===== src/io_latch_pkg.sv =====
// shared constants, opcodes and carriers for the io/latch instruction unit
package io_latch_pkg;
  localparam int ADDR_W = 12;
  localparam logic [11:0] ADDR_INSTR = 12'h000;
  localparam logic [11:0] ADDR_ACC = 12'h004;
  localparam logic [11:0] ADDR_STATUS = 12'h008;
  localparam logic [11:0] ADDR_PORT_CFG = 12'h00c;
  localparam logic [11:0] ADDR_PINS = 12'h010;
  localparam logic [11:0] LATCH_BASE = 12'h100;
  localparam logic [11:0] RAM_BASE = 12'h200;
  localparam logic [6:0] WR_BASE = 7'h70;
  localparam int RAM_WORDS = 128;
  localparam int LATCH_WORDS = 32;
  localparam int SEG_PINS = 12;
  localparam int PULL_BIT = 4;
  localparam int HALT_BIT = 6;
  localparam logic [1:0] RESP_OKAY = 2'h0;
  localparam logic [1:0] RESP_SLVERR = 2'h2;
  localparam logic [3:0] PORT_DIR_RST = 4'h0;
  localparam logic [7:0] SCAN_CFG_RST = 8'h20;

  typedef enum logic [4:0] {
    OP_DEC_RY = 5'h00, OP_DEC_HL = 5'h01, OP_BLANK_RY = 5'h02, OP_BLANK_HL = 5'h03,
    OP_PAIR_RY = 5'h04, OP_PAIR_HL = 5'h05, OP_TABLE = 5'h06, OP_IDX_HIGH = 5'h07,
    OP_IDX_LOW = 5'h08, OP_A_SETUP = 5'h09, OP_A_WRITE = 5'h0a, OP_A_SPECIAL = 5'h0b,
    OP_A_READ = 5'h0c, OP_B_SETUP = 5'h0d, OP_B_WRITE = 5'h0e, OP_B_READ = 5'h0f,
    OP_C_SETUP = 5'h10, OP_C_WRITE = 5'h11, OP_C_READ = 5'h12, OP_SCAN_SETUP = 5'h13
  } op_t;

  // instruction word as written to the instruction register
  typedef struct packed {
    logic [2:0] rsv0;
    logic [4:0] op;
    logic [2:0] rsv1;
    logic [4:0] latch_sel;
    logic [6:0] rsv2;
    logic dbit;
    logic [7:0] imm;
  } instr_t;

  // one port's setup state and output data
  typedef struct packed {
    logic pull_en;
    logic [3:0] dir;
    logic [3:0] data;
  } port_state_t;
endpackage


===== src/io_port_latch_instr_unit.sv =====
// io port, index pointer and display latch instruction unit with axi4-lite access
`timescale 1ns/1ps
module io_port_latch_instr_unit #(
  parameter int LATCH_W = 8
) (
  input wire logic clock_i,
  input wire logic reset_n_i,
  input wire logic [11:0] s_axi_awaddr,
  input wire logic s_axi_awvalid,
  output logic s_axi_awready,
  input wire logic [31:0] s_axi_wdata,
  input wire logic [3:0] s_axi_wstrb,
  input wire logic s_axi_wvalid,
  output logic s_axi_wready,
  output logic [1:0] s_axi_bresp,
  output logic s_axi_bvalid,
  input wire logic s_axi_bready,
  input wire logic [11:0] s_axi_araddr,
  input wire logic s_axi_arvalid,
  output logic s_axi_arready,
  output logic [31:0] s_axi_rdata,
  output logic [1:0] s_axi_rresp,
  output logic s_axi_rvalid,
  input wire logic s_axi_rready,
  output logic [7:0] table_rom_addr_o,
  input wire logic [7:0] table_rom_data_i,
  input wire logic [4:0] latch_rd_sel_i,
  output logic [LATCH_W-1:0] latch_rd_data_o,
  input wire logic [3:0] port_a_i,
  output logic [3:0] port_a_o,
  output logic [3:0] port_a_oe_o,
  output logic [3:0] port_a_pull_low_o,
  input wire logic [3:0] port_b_i,
  output logic [3:0] port_b_o,
  output logic [3:0] port_b_oe_o,
  output logic [3:0] port_b_pull_low_o,
  input wire logic [3:0] port_c_i,
  output logic [3:0] port_c_o,
  output logic [3:0] port_c_oe_o,
  output logic [3:0] port_c_pull_low_o,
  output logic [3:0] port_c_hold_low_o,
  input wire logic scan_interval_i,
  input wire logic display_active_high_i,
  output logic [11:0] segment_pins_one_to_twelve_o,
  output logic [11:0] segment_pins_one_to_twelve_oe_o,
  output logic halt_release_by_cycle_o
);
  if (LATCH_W != 8) begin : g_latch_w_check
    $error("latch width must be 8");
  end

  logic [3:0] ram_q [io_latch_pkg::RAM_WORDS];
  logic [LATCH_W-1:0] latch_q [io_latch_pkg::LATCH_WORDS];
  logic [7:0] index_pointer_q;
  logic [3:0] accumulator_q;
  io_latch_pkg::port_state_t pa_q, pb_q, pc_q;
  logic [7:0] scan_cfg_q;
  logic [11:0] scan_sel_q;
  logic pulse_q;
  logic awv_q, wv_q, bvalid_q, rvalid_q;
  logic [11:0] awaddr_q;
  logic [31:0] wdata_q, rdata_q;
  logic [3:0] wstrb_q;
  logic [1:0] bresp_q, rresp_q;

  // seven-segment style data decoder, bit 7 unused
  function automatic logic [7:0] seg_decode(input logic [3:0] v);
    unique case (v)
      4'h0: seg_decode = 8'h3f; 4'h1: seg_decode = 8'h06;
      4'h2: seg_decode = 8'h5b; 4'h3: seg_decode = 8'h4f;
      4'h4: seg_decode = 8'h66; 4'h5: seg_decode = 8'h6d;
      4'h6: seg_decode = 8'h7d; 4'h7: seg_decode = 8'h07;
      4'h8: seg_decode = 8'h7f; 4'h9: seg_decode = 8'h6f;
      4'ha: seg_decode = 8'h77; 4'hb: seg_decode = 8'h7c;
      4'hc: seg_decode = 8'h39; 4'hd: seg_decode = 8'h5e;
      4'he: seg_decode = 8'h79; 4'hf: seg_decode = 8'h71;
    endcase
  endfunction

  // scan pin selection from the key scan setting
  function automatic logic [11:0] scan_decode(input logic [7:0] x);
    logic [11:0] s;
    s = 12'h000;
    if (!x[7]) begin
      if (x[5]) s = 12'h000;
      else if (x[4]) s = 12'hfff;
      else if (x[3:0] < 4'hc) s = 12'(12'h001 << x[3:0]);
    end else if (!x[5]) begin
      s = x[3] ? 12'hf00 : 12'h0ff;
    end else if (!x[4]) begin
      if (x[3:2] != 2'h3) s = 12'(12'h00f << {x[3:2], 2'h0});
    end else if (x[3:1] < 3'h6) begin
      s = 12'(12'h003 << {x[3:1], 1'h0});
    end
    scan_decode = s;
  endfunction

  // write path: address and data latched in either order
  io_latch_pkg::instr_t instr;
  logic wr_go, wr_instr, wr_acc, wr_ram, exec;
  assign wr_go = awv_q & wv_q & ~bvalid_q;
  assign wr_instr = awaddr_q == io_latch_pkg::ADDR_INSTR;
  assign wr_acc = awaddr_q == io_latch_pkg::ADDR_ACC;
  assign wr_ram = awaddr_q[11:9] == io_latch_pkg::RAM_BASE[11:9] && awaddr_q[1:0] == 2'h0;
  assign instr = io_latch_pkg::instr_t'(wdata_q);
  assign exec = wr_go & wr_instr & (wstrb_q == 4'hf);
  assign s_axi_awready = ~awv_q;
  assign s_axi_wready = ~wv_q;
  assign s_axi_bvalid = bvalid_q;
  assign s_axi_bresp = bresp_q;

  always_ff @(posedge clock_i) begin
    if (!reset_n_i) begin
      awv_q <= 1'b0;
      wv_q <= 1'b0;
      bvalid_q <= 1'b0;
      bresp_q <= io_latch_pkg::RESP_OKAY;
      awaddr_q <= 12'h000;
      wdata_q <= 32'h0000_0000;
      wstrb_q <= 4'h0;
    end else begin
      if (s_axi_awvalid && !awv_q) begin
        awv_q <= 1'b1;
        awaddr_q <= s_axi_awaddr;
      end
      if (s_axi_wvalid && !wv_q) begin
        wv_q <= 1'b1;
        wdata_q <= s_axi_wdata;
        wstrb_q <= s_axi_wstrb;
      end
      if (wr_go) begin
        awv_q <= 1'b0;
        wv_q <= 1'b0;
        bvalid_q <= 1'b1;
        // instruction needs a whole word; a partial one is refused
        bresp_q <= (exec || wr_acc || wr_ram) ? io_latch_pkg::RESP_OKAY
                                               : io_latch_pkg::RESP_SLVERR;
      end else if (s_axi_bready) begin
        bvalid_q <= 1'b0;
      end
    end
  end

  // operand fetch for the instruction being executed
  logic [6:0] rx_addr, ry_addr;
  logic [3:0] rx_word, ry_word, hl_word, src_word, pin_word;
  logic from_hl;
  io_latch_pkg::op_t op;
  assign op = io_latch_pkg::op_t'(instr.op);
  assign rx_addr = instr.imm[6:0];
  assign ry_addr = 7'(io_latch_pkg::WR_BASE + {3'h0, instr.imm[3:0]});
  assign rx_word = ram_q[rx_addr];
  assign ry_word = ram_q[ry_addr];
  assign hl_word = ram_q[index_pointer_q[6:0]];
  assign from_hl = op inside {io_latch_pkg::OP_DEC_HL, io_latch_pkg::OP_BLANK_HL,
                              io_latch_pkg::OP_PAIR_HL};
  assign src_word = from_hl ? hl_word : ry_word;
  assign table_rom_addr_o = index_pointer_q;
  assign pin_word = (op == io_latch_pkg::OP_A_READ) ? port_a_i :
                    (op == io_latch_pkg::OP_B_READ) ? port_b_i : port_c_i;

  // display latch loads; the 5-bit selector covers 00H..1FH only
  always_ff @(posedge clock_i) begin
    if (!reset_n_i) begin
      for (int i = 0; i < io_latch_pkg::LATCH_WORDS; i++) latch_q[i] <= '0;
    end else if (exec) begin
      unique case (op)
        io_latch_pkg::OP_DEC_RY, io_latch_pkg::OP_DEC_HL:
          latch_q[instr.latch_sel] <= seg_decode(src_word);
        io_latch_pkg::OP_BLANK_RY, io_latch_pkg::OP_BLANK_HL:
          latch_q[instr.latch_sel] <= (src_word == 4'h0) ? 8'h00 : seg_decode(src_word);
        io_latch_pkg::OP_PAIR_RY, io_latch_pkg::OP_PAIR_HL:
          latch_q[instr.latch_sel] <= {accumulator_q, src_word};
        io_latch_pkg::OP_TABLE:
          latch_q[instr.latch_sel] <= table_rom_data_i;
        default: ;
      endcase
    end
  end

  // index pointer nibble loads
  always_ff @(posedge clock_i) begin
    if (!reset_n_i) begin
      index_pointer_q <= 8'h00;
    end else if (exec && op == io_latch_pkg::OP_IDX_HIGH) begin
      index_pointer_q[7:4] <= rx_word;
    end else if (exec && op == io_latch_pkg::OP_IDX_LOW) begin
      index_pointer_q[3:0] <= rx_word;
    end
  end

  // memory contents are not reset; software must fill them first
  always_ff @(posedge clock_i) begin
    if (!reset_n_i) begin
      accumulator_q <= 4'h0;
    end else if (exec && op inside {io_latch_pkg::OP_A_READ, io_latch_pkg::OP_B_READ,
                                    io_latch_pkg::OP_C_READ}) begin
      accumulator_q <= pin_word;
      ram_q[rx_addr] <= pin_word;
    end else if (wr_go && wr_acc && wstrb_q[0]) begin
      accumulator_q <= wdata_q[3:0];
    end else if (wr_go && wr_ram && wstrb_q[0]) begin
      ram_q[awaddr_q[8:2]] <= wdata_q[3:0];
    end
  end

  // port setup and output data
  always_ff @(posedge clock_i) begin
    if (!reset_n_i) begin
      pa_q <= '{1'b0, io_latch_pkg::PORT_DIR_RST, 4'h0};
      pb_q <= '{1'b0, io_latch_pkg::PORT_DIR_RST, 4'h0};
      pc_q <= '{1'b0, io_latch_pkg::PORT_DIR_RST, 4'h0};
      pulse_q <= 1'b0;
    end else begin
      pulse_q <= exec && op == io_latch_pkg::OP_A_SPECIAL;
      if (exec) begin
        unique case (op)
          io_latch_pkg::OP_A_SETUP: begin
            pa_q.dir <= instr.imm[3:0];
            pa_q.pull_en <= instr.imm[io_latch_pkg::PULL_BIT];
          end
          io_latch_pkg::OP_A_WRITE: pa_q.data <= rx_word;
          io_latch_pkg::OP_A_SPECIAL: pa_q.data <= {1'b0, instr.dbit, rx_word[1:0]};
          io_latch_pkg::OP_B_SETUP: begin
            pb_q.dir <= instr.imm[3:0];
            pb_q.pull_en <= instr.imm[io_latch_pkg::PULL_BIT];
          end
          io_latch_pkg::OP_B_WRITE: pb_q.data <= rx_word;
          io_latch_pkg::OP_C_SETUP: begin
            pc_q.dir <= instr.imm[3:0];
            pc_q.pull_en <= instr.imm[io_latch_pkg::PULL_BIT];
          end
          io_latch_pkg::OP_C_WRITE: pc_q.data <= rx_word;
          default: ;
        endcase
      end
    end
  end

  // pin drive; pulls only reach input pins
  assign port_a_o = {pa_q.data[3] | pulse_q, pa_q.data[2:0]};
  assign port_a_oe_o = pa_q.dir;
  assign port_b_o = pb_q.data;
  assign port_b_oe_o = pb_q.dir;
  assign port_c_o = pc_q.data;
  assign port_c_oe_o = pc_q.dir;
  assign port_a_pull_low_o = {4{pa_q.pull_en}} & ~pa_q.dir;
  assign port_b_pull_low_o = {4{pb_q.pull_en}} & ~pb_q.dir;
  assign port_c_pull_low_o = {4{pc_q.pull_en}} & ~pc_q.dir;
  assign port_c_hold_low_o = {4{~pc_q.pull_en}} & ~pc_q.dir;

  // key scan setting; decoded once so the pins see a flop
  always_ff @(posedge clock_i) begin
    if (!reset_n_i) begin
      scan_cfg_q <= io_latch_pkg::SCAN_CFG_RST;
      scan_sel_q <= 12'h000;
    end else if (exec && op == io_latch_pkg::OP_SCAN_SETUP) begin
      scan_cfg_q <= instr.imm;
      scan_sel_q <= scan_decode(instr.imm);
    end
  end
  assign halt_release_by_cycle_o = scan_cfg_q[io_latch_pkg::HALT_BIT];
  assign segment_pins_one_to_twelve_o = {12{display_active_high_i}};
  assign segment_pins_one_to_twelve_oe_o = scan_sel_q & {12{scan_interval_i}};

  // read path
  logic [31:0] rd_mux;
  logic rd_ok;
  always_comb begin
    rd_mux = 32'h0000_0000;
    rd_ok = 1'b1;
    if (s_axi_araddr[11:9] == io_latch_pkg::RAM_BASE[11:9])
      rd_mux = {28'h0, ram_q[s_axi_araddr[8:2]]};
    else if (s_axi_araddr[11:7] == io_latch_pkg::LATCH_BASE[11:7])
      rd_mux = {24'h0, latch_q[s_axi_araddr[6:2]]};
    else if (s_axi_araddr == io_latch_pkg::ADDR_ACC)
      rd_mux = {28'h0, accumulator_q};
    else if (s_axi_araddr == io_latch_pkg::ADDR_STATUS)
      rd_mux = {16'h0, scan_cfg_q, index_pointer_q[7:4], index_pointer_q[3:0]};
    else if (s_axi_araddr == io_latch_pkg::ADDR_PORT_CFG)
      rd_mux = {11'h0, pc_q.pull_en, pc_q.dir, 3'h0, pb_q.pull_en, pb_q.dir,
                3'h0, pa_q.pull_en, pa_q.dir};
    else if (s_axi_araddr == io_latch_pkg::ADDR_PINS)
      rd_mux = {20'h0, port_c_i, port_b_i, port_a_i};
    else if (s_axi_araddr != io_latch_pkg::ADDR_INSTR)
      rd_ok = 1'b0;
  end
  assign s_axi_arready = ~rvalid_q;
  assign s_axi_rvalid = rvalid_q;
  assign s_axi_rdata = rdata_q;
  assign s_axi_rresp = rresp_q;

  always_ff @(posedge clock_i) begin
    if (!reset_n_i) begin
      rvalid_q <= 1'b0;
      rdata_q <= 32'h0000_0000;
      rresp_q <= io_latch_pkg::RESP_OKAY;
    end else if (s_axi_arvalid && !rvalid_q) begin
      rvalid_q <= 1'b1;
      rdata_q <= rd_ok ? rd_mux : 32'h0000_0000;
      rresp_q <= rd_ok ? io_latch_pkg::RESP_OKAY : io_latch_pkg::RESP_SLVERR;
    end else if (s_axi_rready) begin
      rvalid_q <= 1'b0;
    end
  end

  // latch read port for the display driver
  always_ff @(posedge clock_i) begin
    if (!reset_n_i) latch_rd_data_o <= '0;
    else latch_rd_data_o <= latch_q[latch_rd_sel_i];
  end
endmodule


===== config.mk =====
export PLATFORM = sky130hd
export DESIGN_NAME = io_port_latch_instr_unit
export DESIGN_NICKNAME = d
export VERILOG_FILES = /design/src/io_latch_pkg.sv /design/src/io_port_latch_instr_unit.sv
export SDC_FILE = /design/constraint.sdc
export NUM_CORES = 2
export LEC_CHECK = 0
export BUFFER_PORTS_ARGS = -buffer_cell sky130_fd_sc_hd__buf_2
export CAP_MARGIN = 0
export CELL_PAD_IN_SITES_DETAIL_PLACEMENT = 1
export CELL_PAD_IN_SITES_GLOBAL_PLACEMENT = 2
export CORE_ASPECT_RATIO = 1.1
export CORE_MARGIN = 5
export CORE_UTILIZATION = 45
export DETAILED_ROUTE_END_ITERATION = 10
export PLACE_DENSITY_LB_ADDON = 0.1
export SYNTH_ARGS = -nofsm -noshare
export SYNTH_HDL_FRONTEND = slang
export SYNTH_SLANG_ARGS = --single-unit

===== constraint.sdc =====
create_clock -name clock_i -period 10.6 [get_ports clock_i]
set_clock_uncertainty 0.2 [all_clocks]
set_input_delay 1.59 -clock clock_i [delete_from_list [all_inputs] [get_ports clock_i]]
set_output_delay 1.59 -clock clock_i [all_outputs]
set_load 0.02 [all_outputs]

==> metrics.md <==
| Metric | Value |
|---|---|
| CP Class | `flop to flop` |
| GP Congestion | `approximately 0.88` |
| Placed cells | `around 4,600` |
| Drt initial violations | `between 3,000 and 4,000` |
| Total wire length | `roughly 170,000 um` |
| Gr usage total | `0.2893` |
| Initial Utilization | `0.4544` |
| Hold_buf cts | `0` |
| H-tree levels | `3` |
| Avg Cell Area, Syn | `approximately 15 sq um` |
| Rel. slew slack | `0.09602` |
| FMAX | `156.1 MHz` |
| Gr ovfl total | `0` |
| Top Ports | `approximately 220` |
| First-pass GRT wire length | `between 200,000 and 250,000 um` |
| Slew @ Worst Pin | `1.356 ns` |
| Drt drc | `0` |
| Max Slew Vio Count | `0` |
| Largest net degree at the start of global routing | `approximately 130` |
| Vias in the first global route | `33,360` |
| Final min period | `~6.4 ns` |
| Final hold vios | `0` |
| Wirelength per Cell | `~36 um` |
| Die span in x | `about 330 um` |
| Min-delay worst type | `flop to flop` |
| Initial antenna violation count | `8` |
| Post-route ant nets | `0` |
| CTS resizes | `0` |
| Worst path cell trace | `buf_4 -> mux4_1 -> mux2i_1 -> mux4_2 -> nand2_1 -> o21ai_1 -> a32oi_1 -> a21o_1 -> inv_1 -> ha_1 -> nand4b_1 -> a21oi_1 -> nand2_1 -> a21o_1 -> a31oi_4 -> nor2_1` |
| Dominant synthesized flop cell | `edfxtp_1` |
| CP top delay family | `compound AO/OA/AOI/OAI gates` |
| Tcrit/Tclk final | `0.6045` |
| Cell Area, Synth | `between 40,000 and 50,000 sq um` |
| Yosys reg bits | `about 900` |
| Worst skew pair latency | `0.71 ns` |
| Synth cell types | `between 70 and 80` |
| Vias per Instance | `about 6.7` |
| Arr. time, crit path | `around 6.6 ns` |
| Core ar. | `around 110,000 sq um` |
| Post-synth EDFFs | `768` |
| Crit path required time | `10.79 ns` |
| Outcome | `completed` |
| Final setup fails | `0` |
| Total Die Area | `around 120,000 sq um` |
| Util after Layout | `0.4993` |
| Setup Fix Bufs, Post-CTS | `0` |
| DPL Wire Length | `around 120,000 um` |
| Post-Layout Cell Count | `4,797` |
| Min Hold Slack | `between 0.2 and 0.3 ns` |
| Final layout net count | `about 3,400` |
| Worst-path clk slew | `0.06 ns` |
| RSZ-0062 raised after global routing | `no` |
| First-pass detailed-route iteration total | `6` |
| CP Capture Type | `flop` |
| CP startpoint kind | `flop` |
| # rows | `roughly 130` |
| Share of flip-flops with an asynchronous set or reset | `0` |
| Yosys warning count | `0` |
| Sink Count | `just over 900` |
| LEAKAGE | `17.42 nW` |
| Share of cells above drive strength 1 | `0.3305` |
| Port bufs | `176` |
| Power Dens Cells | `between 150 and 200 nW/um^2` |
| Max clock buf depth | `3` |
| R2R Setup Slk | `between 4 and 5 ns` |
| Cells after Synth | `between 3,000 and 4,000` |
| Max cap viols | `0` |
| Root Buffer | `clkbuf_16` |
| CP max stage cell | `a31oi_4` |
| Die span in y | `around 360 um` |
| Slowest Stage Delay on Critical Path | `0.92 ns` |
| Total number of vias | `around 32,000` |
| Final setup TNS | `0 ns` |
| Num CTS Buffers | `around 100` |
| Maximum vdd drop | `0.1395 mV` |
| CTS tree | `yes` |
| Area delta synth->final | `9.876%` |
| Crit path max fanout | `39` |
| Worst path bufs/invs | `2` |
| Sequential fraction of the synthesis area | `0.5194` |
-- state kept, by name, summed over array words and instances, names as in the netlist, 4 cells and up, named ones only --
signal,cells
ram_q,512
latch_q,256
s_axi_rdata,21
instr,19
awaddr_q,12
scan_sel_q,12
latch_rd_data_o,8
scan_cfg_q,8
table_rom_addr_o,8
accumulator_q,4
port_a_oe_o,4
port_b_o,4
port_b_oe_o,4
port_c_o,4
port_c_oe_o,4
wstrb_q,4
-- per-stage QoR --
stage | instance area, sq um | total power [mW] | worst slack [ns]
3_3_place_gp | 51120 | 4.907 | 4.462
4_1_cts | 54570 | 8.636 | 4.273
6_report | 54580 | 8.587 | 4.192
3_5_place_dp | 51120 | 4.930 | 4.291
2_1_floorplan | 49720 | 4.646 | 2.047
5_1_grt | 54570 | 8.833 | 3.870
-- where the power goes --
part / internal (mW) / switching (mW) / leakage, nW
Combinational: 0.324 / 0.558 / 7.39
Sequential: 3.93 / 0.0484 / 8.36
Clock: 2.20 / 1.53 / 1.67
Total: 6.45 / 2.13 / 17.4
-- path summary, 6_finish.rpt --
check / from / depth (start not counted) / to
worst max-delay path: table_rom_addr_o[0] / 16 / latch_q[1][4]
worst min-delay path: scan_cfg_q[1] / 2 / scan_cfg_q[1]
worst max register to register: table_rom_addr_o[0] / 16 / latch_q[1][4]
worst min register to register: scan_cfg_q[1] / 2 / scan_cfg_q[1]
-- final cells by class --
cell class	count	area [sq um]
fill	10450	54740
sequential	905	25830
multi-input combinational	2033	22090
clock buffer	119	2624
tap	1419	1775
timing repair buffer	228	1345
clock inverter	64	819.5
inverter	22	85.08
antenna	7	17.52
-- cell usage after synthesis, types with 9 or more instances --
master | n | area share
nand2b_1 | 16 | 0.0020
nand2_1 | 259 | 0.020
a21oi_1 | 91 | 0.0092
inv_1 | 21 | 0.0016
and2_1 | 20 | 0.0025
buf_4 | 67 | 0.010
buf_2 | 35 | 0.0035
clkbuf_1 | 139 | 0.011
nor2_1 | 440 | 0.033
nand3b_1 | 15 | 0.0023
nand3_1 | 49 | 0.0049
nor2_2 | 29 | 0.0037
mux4_2 | 604 | 0.27
nor2b_1 | 28 | 0.0035
edfxtp_1 | 768 | 0.46
a22oi_1 | 42 | 0.0063
nor3_1 | 24 | 0.0024
dfxtp_1 | 137 | 0.055
buf_6 | 31 | 0.0070
nor3_2 | 33 | 0.0066
buf_12 | 9 | 0.0036
o21ai_0 | 40 | 0.0040
mux2_2 | 11 | 0.0025
a211oi_1 | 14 | 0.0021
buf_1 | 38 | 0.0029
mux2i_1 | 151 | 0.030
mux4_1 | 14 | 0.0074
-- worst reg2reg max path, stage by stage (launching register included) --
cell and delay (ns):
dfxtp_4 0.68, buf_4 0.73, mux4_1 0.67, mux2i_1 0.56, mux4_2 0.38, nand2_1 0.05, o21ai_1 0.09, a32oi_1 0.17
a21o_1 0.30, inv_1 0.14, ha_1 0.24, nand4b_1 0.12, a21oi_1 0.25, nand2_1 0.20, a21o_1 0.22, a31oi_4 0.92
nor2_1 0.18
-- metal layers --
metal	wire, um	vias to the layer above	GRT usage
met5	13	-	0
met4	8748	2	0.1317
met3	13100	329	0.04775
met2	83420	1641	0.4768
met1	66060	17280	0.3820
li1	-	13120	-
-- logic make-up (layout without fill, tap and decap cells) --
kind of cell,after synthesis,in the layout,synth area share
other,1,20,0.00007549
AO/OA/AOI/OAI,266,266,0.03569
AND/OR/NAND/NOR,968,968,0.08924
adder cells (fa/ha/maj),6,6,0.001511
multiplexers,780,780,0.3141
flip-flops,905,905,0.5194
buffers and inverters,344,433,0.03990
-- cell usage in the layout, fill, tap and decap left out, types with 25 or more instances in the layout --
cell type  synthesis  routed
o21ai_0           40      36
buf_4             67      50
nor2_1           440     439
nor2b_1           28      25
nor3_2            33      34
edfxtp_1         768     768
buf_2             35     172
a21oi_1           91      91
clkbuf_16          0     100
mux2i_1          151     151
nor2_2            29      29
dfxtp_1          137     128
mux4_2           604     604
a22oi_1           42      42
nand3_1           49      41
nand2_1          259     259
Power figures use the tool's default switching activity.
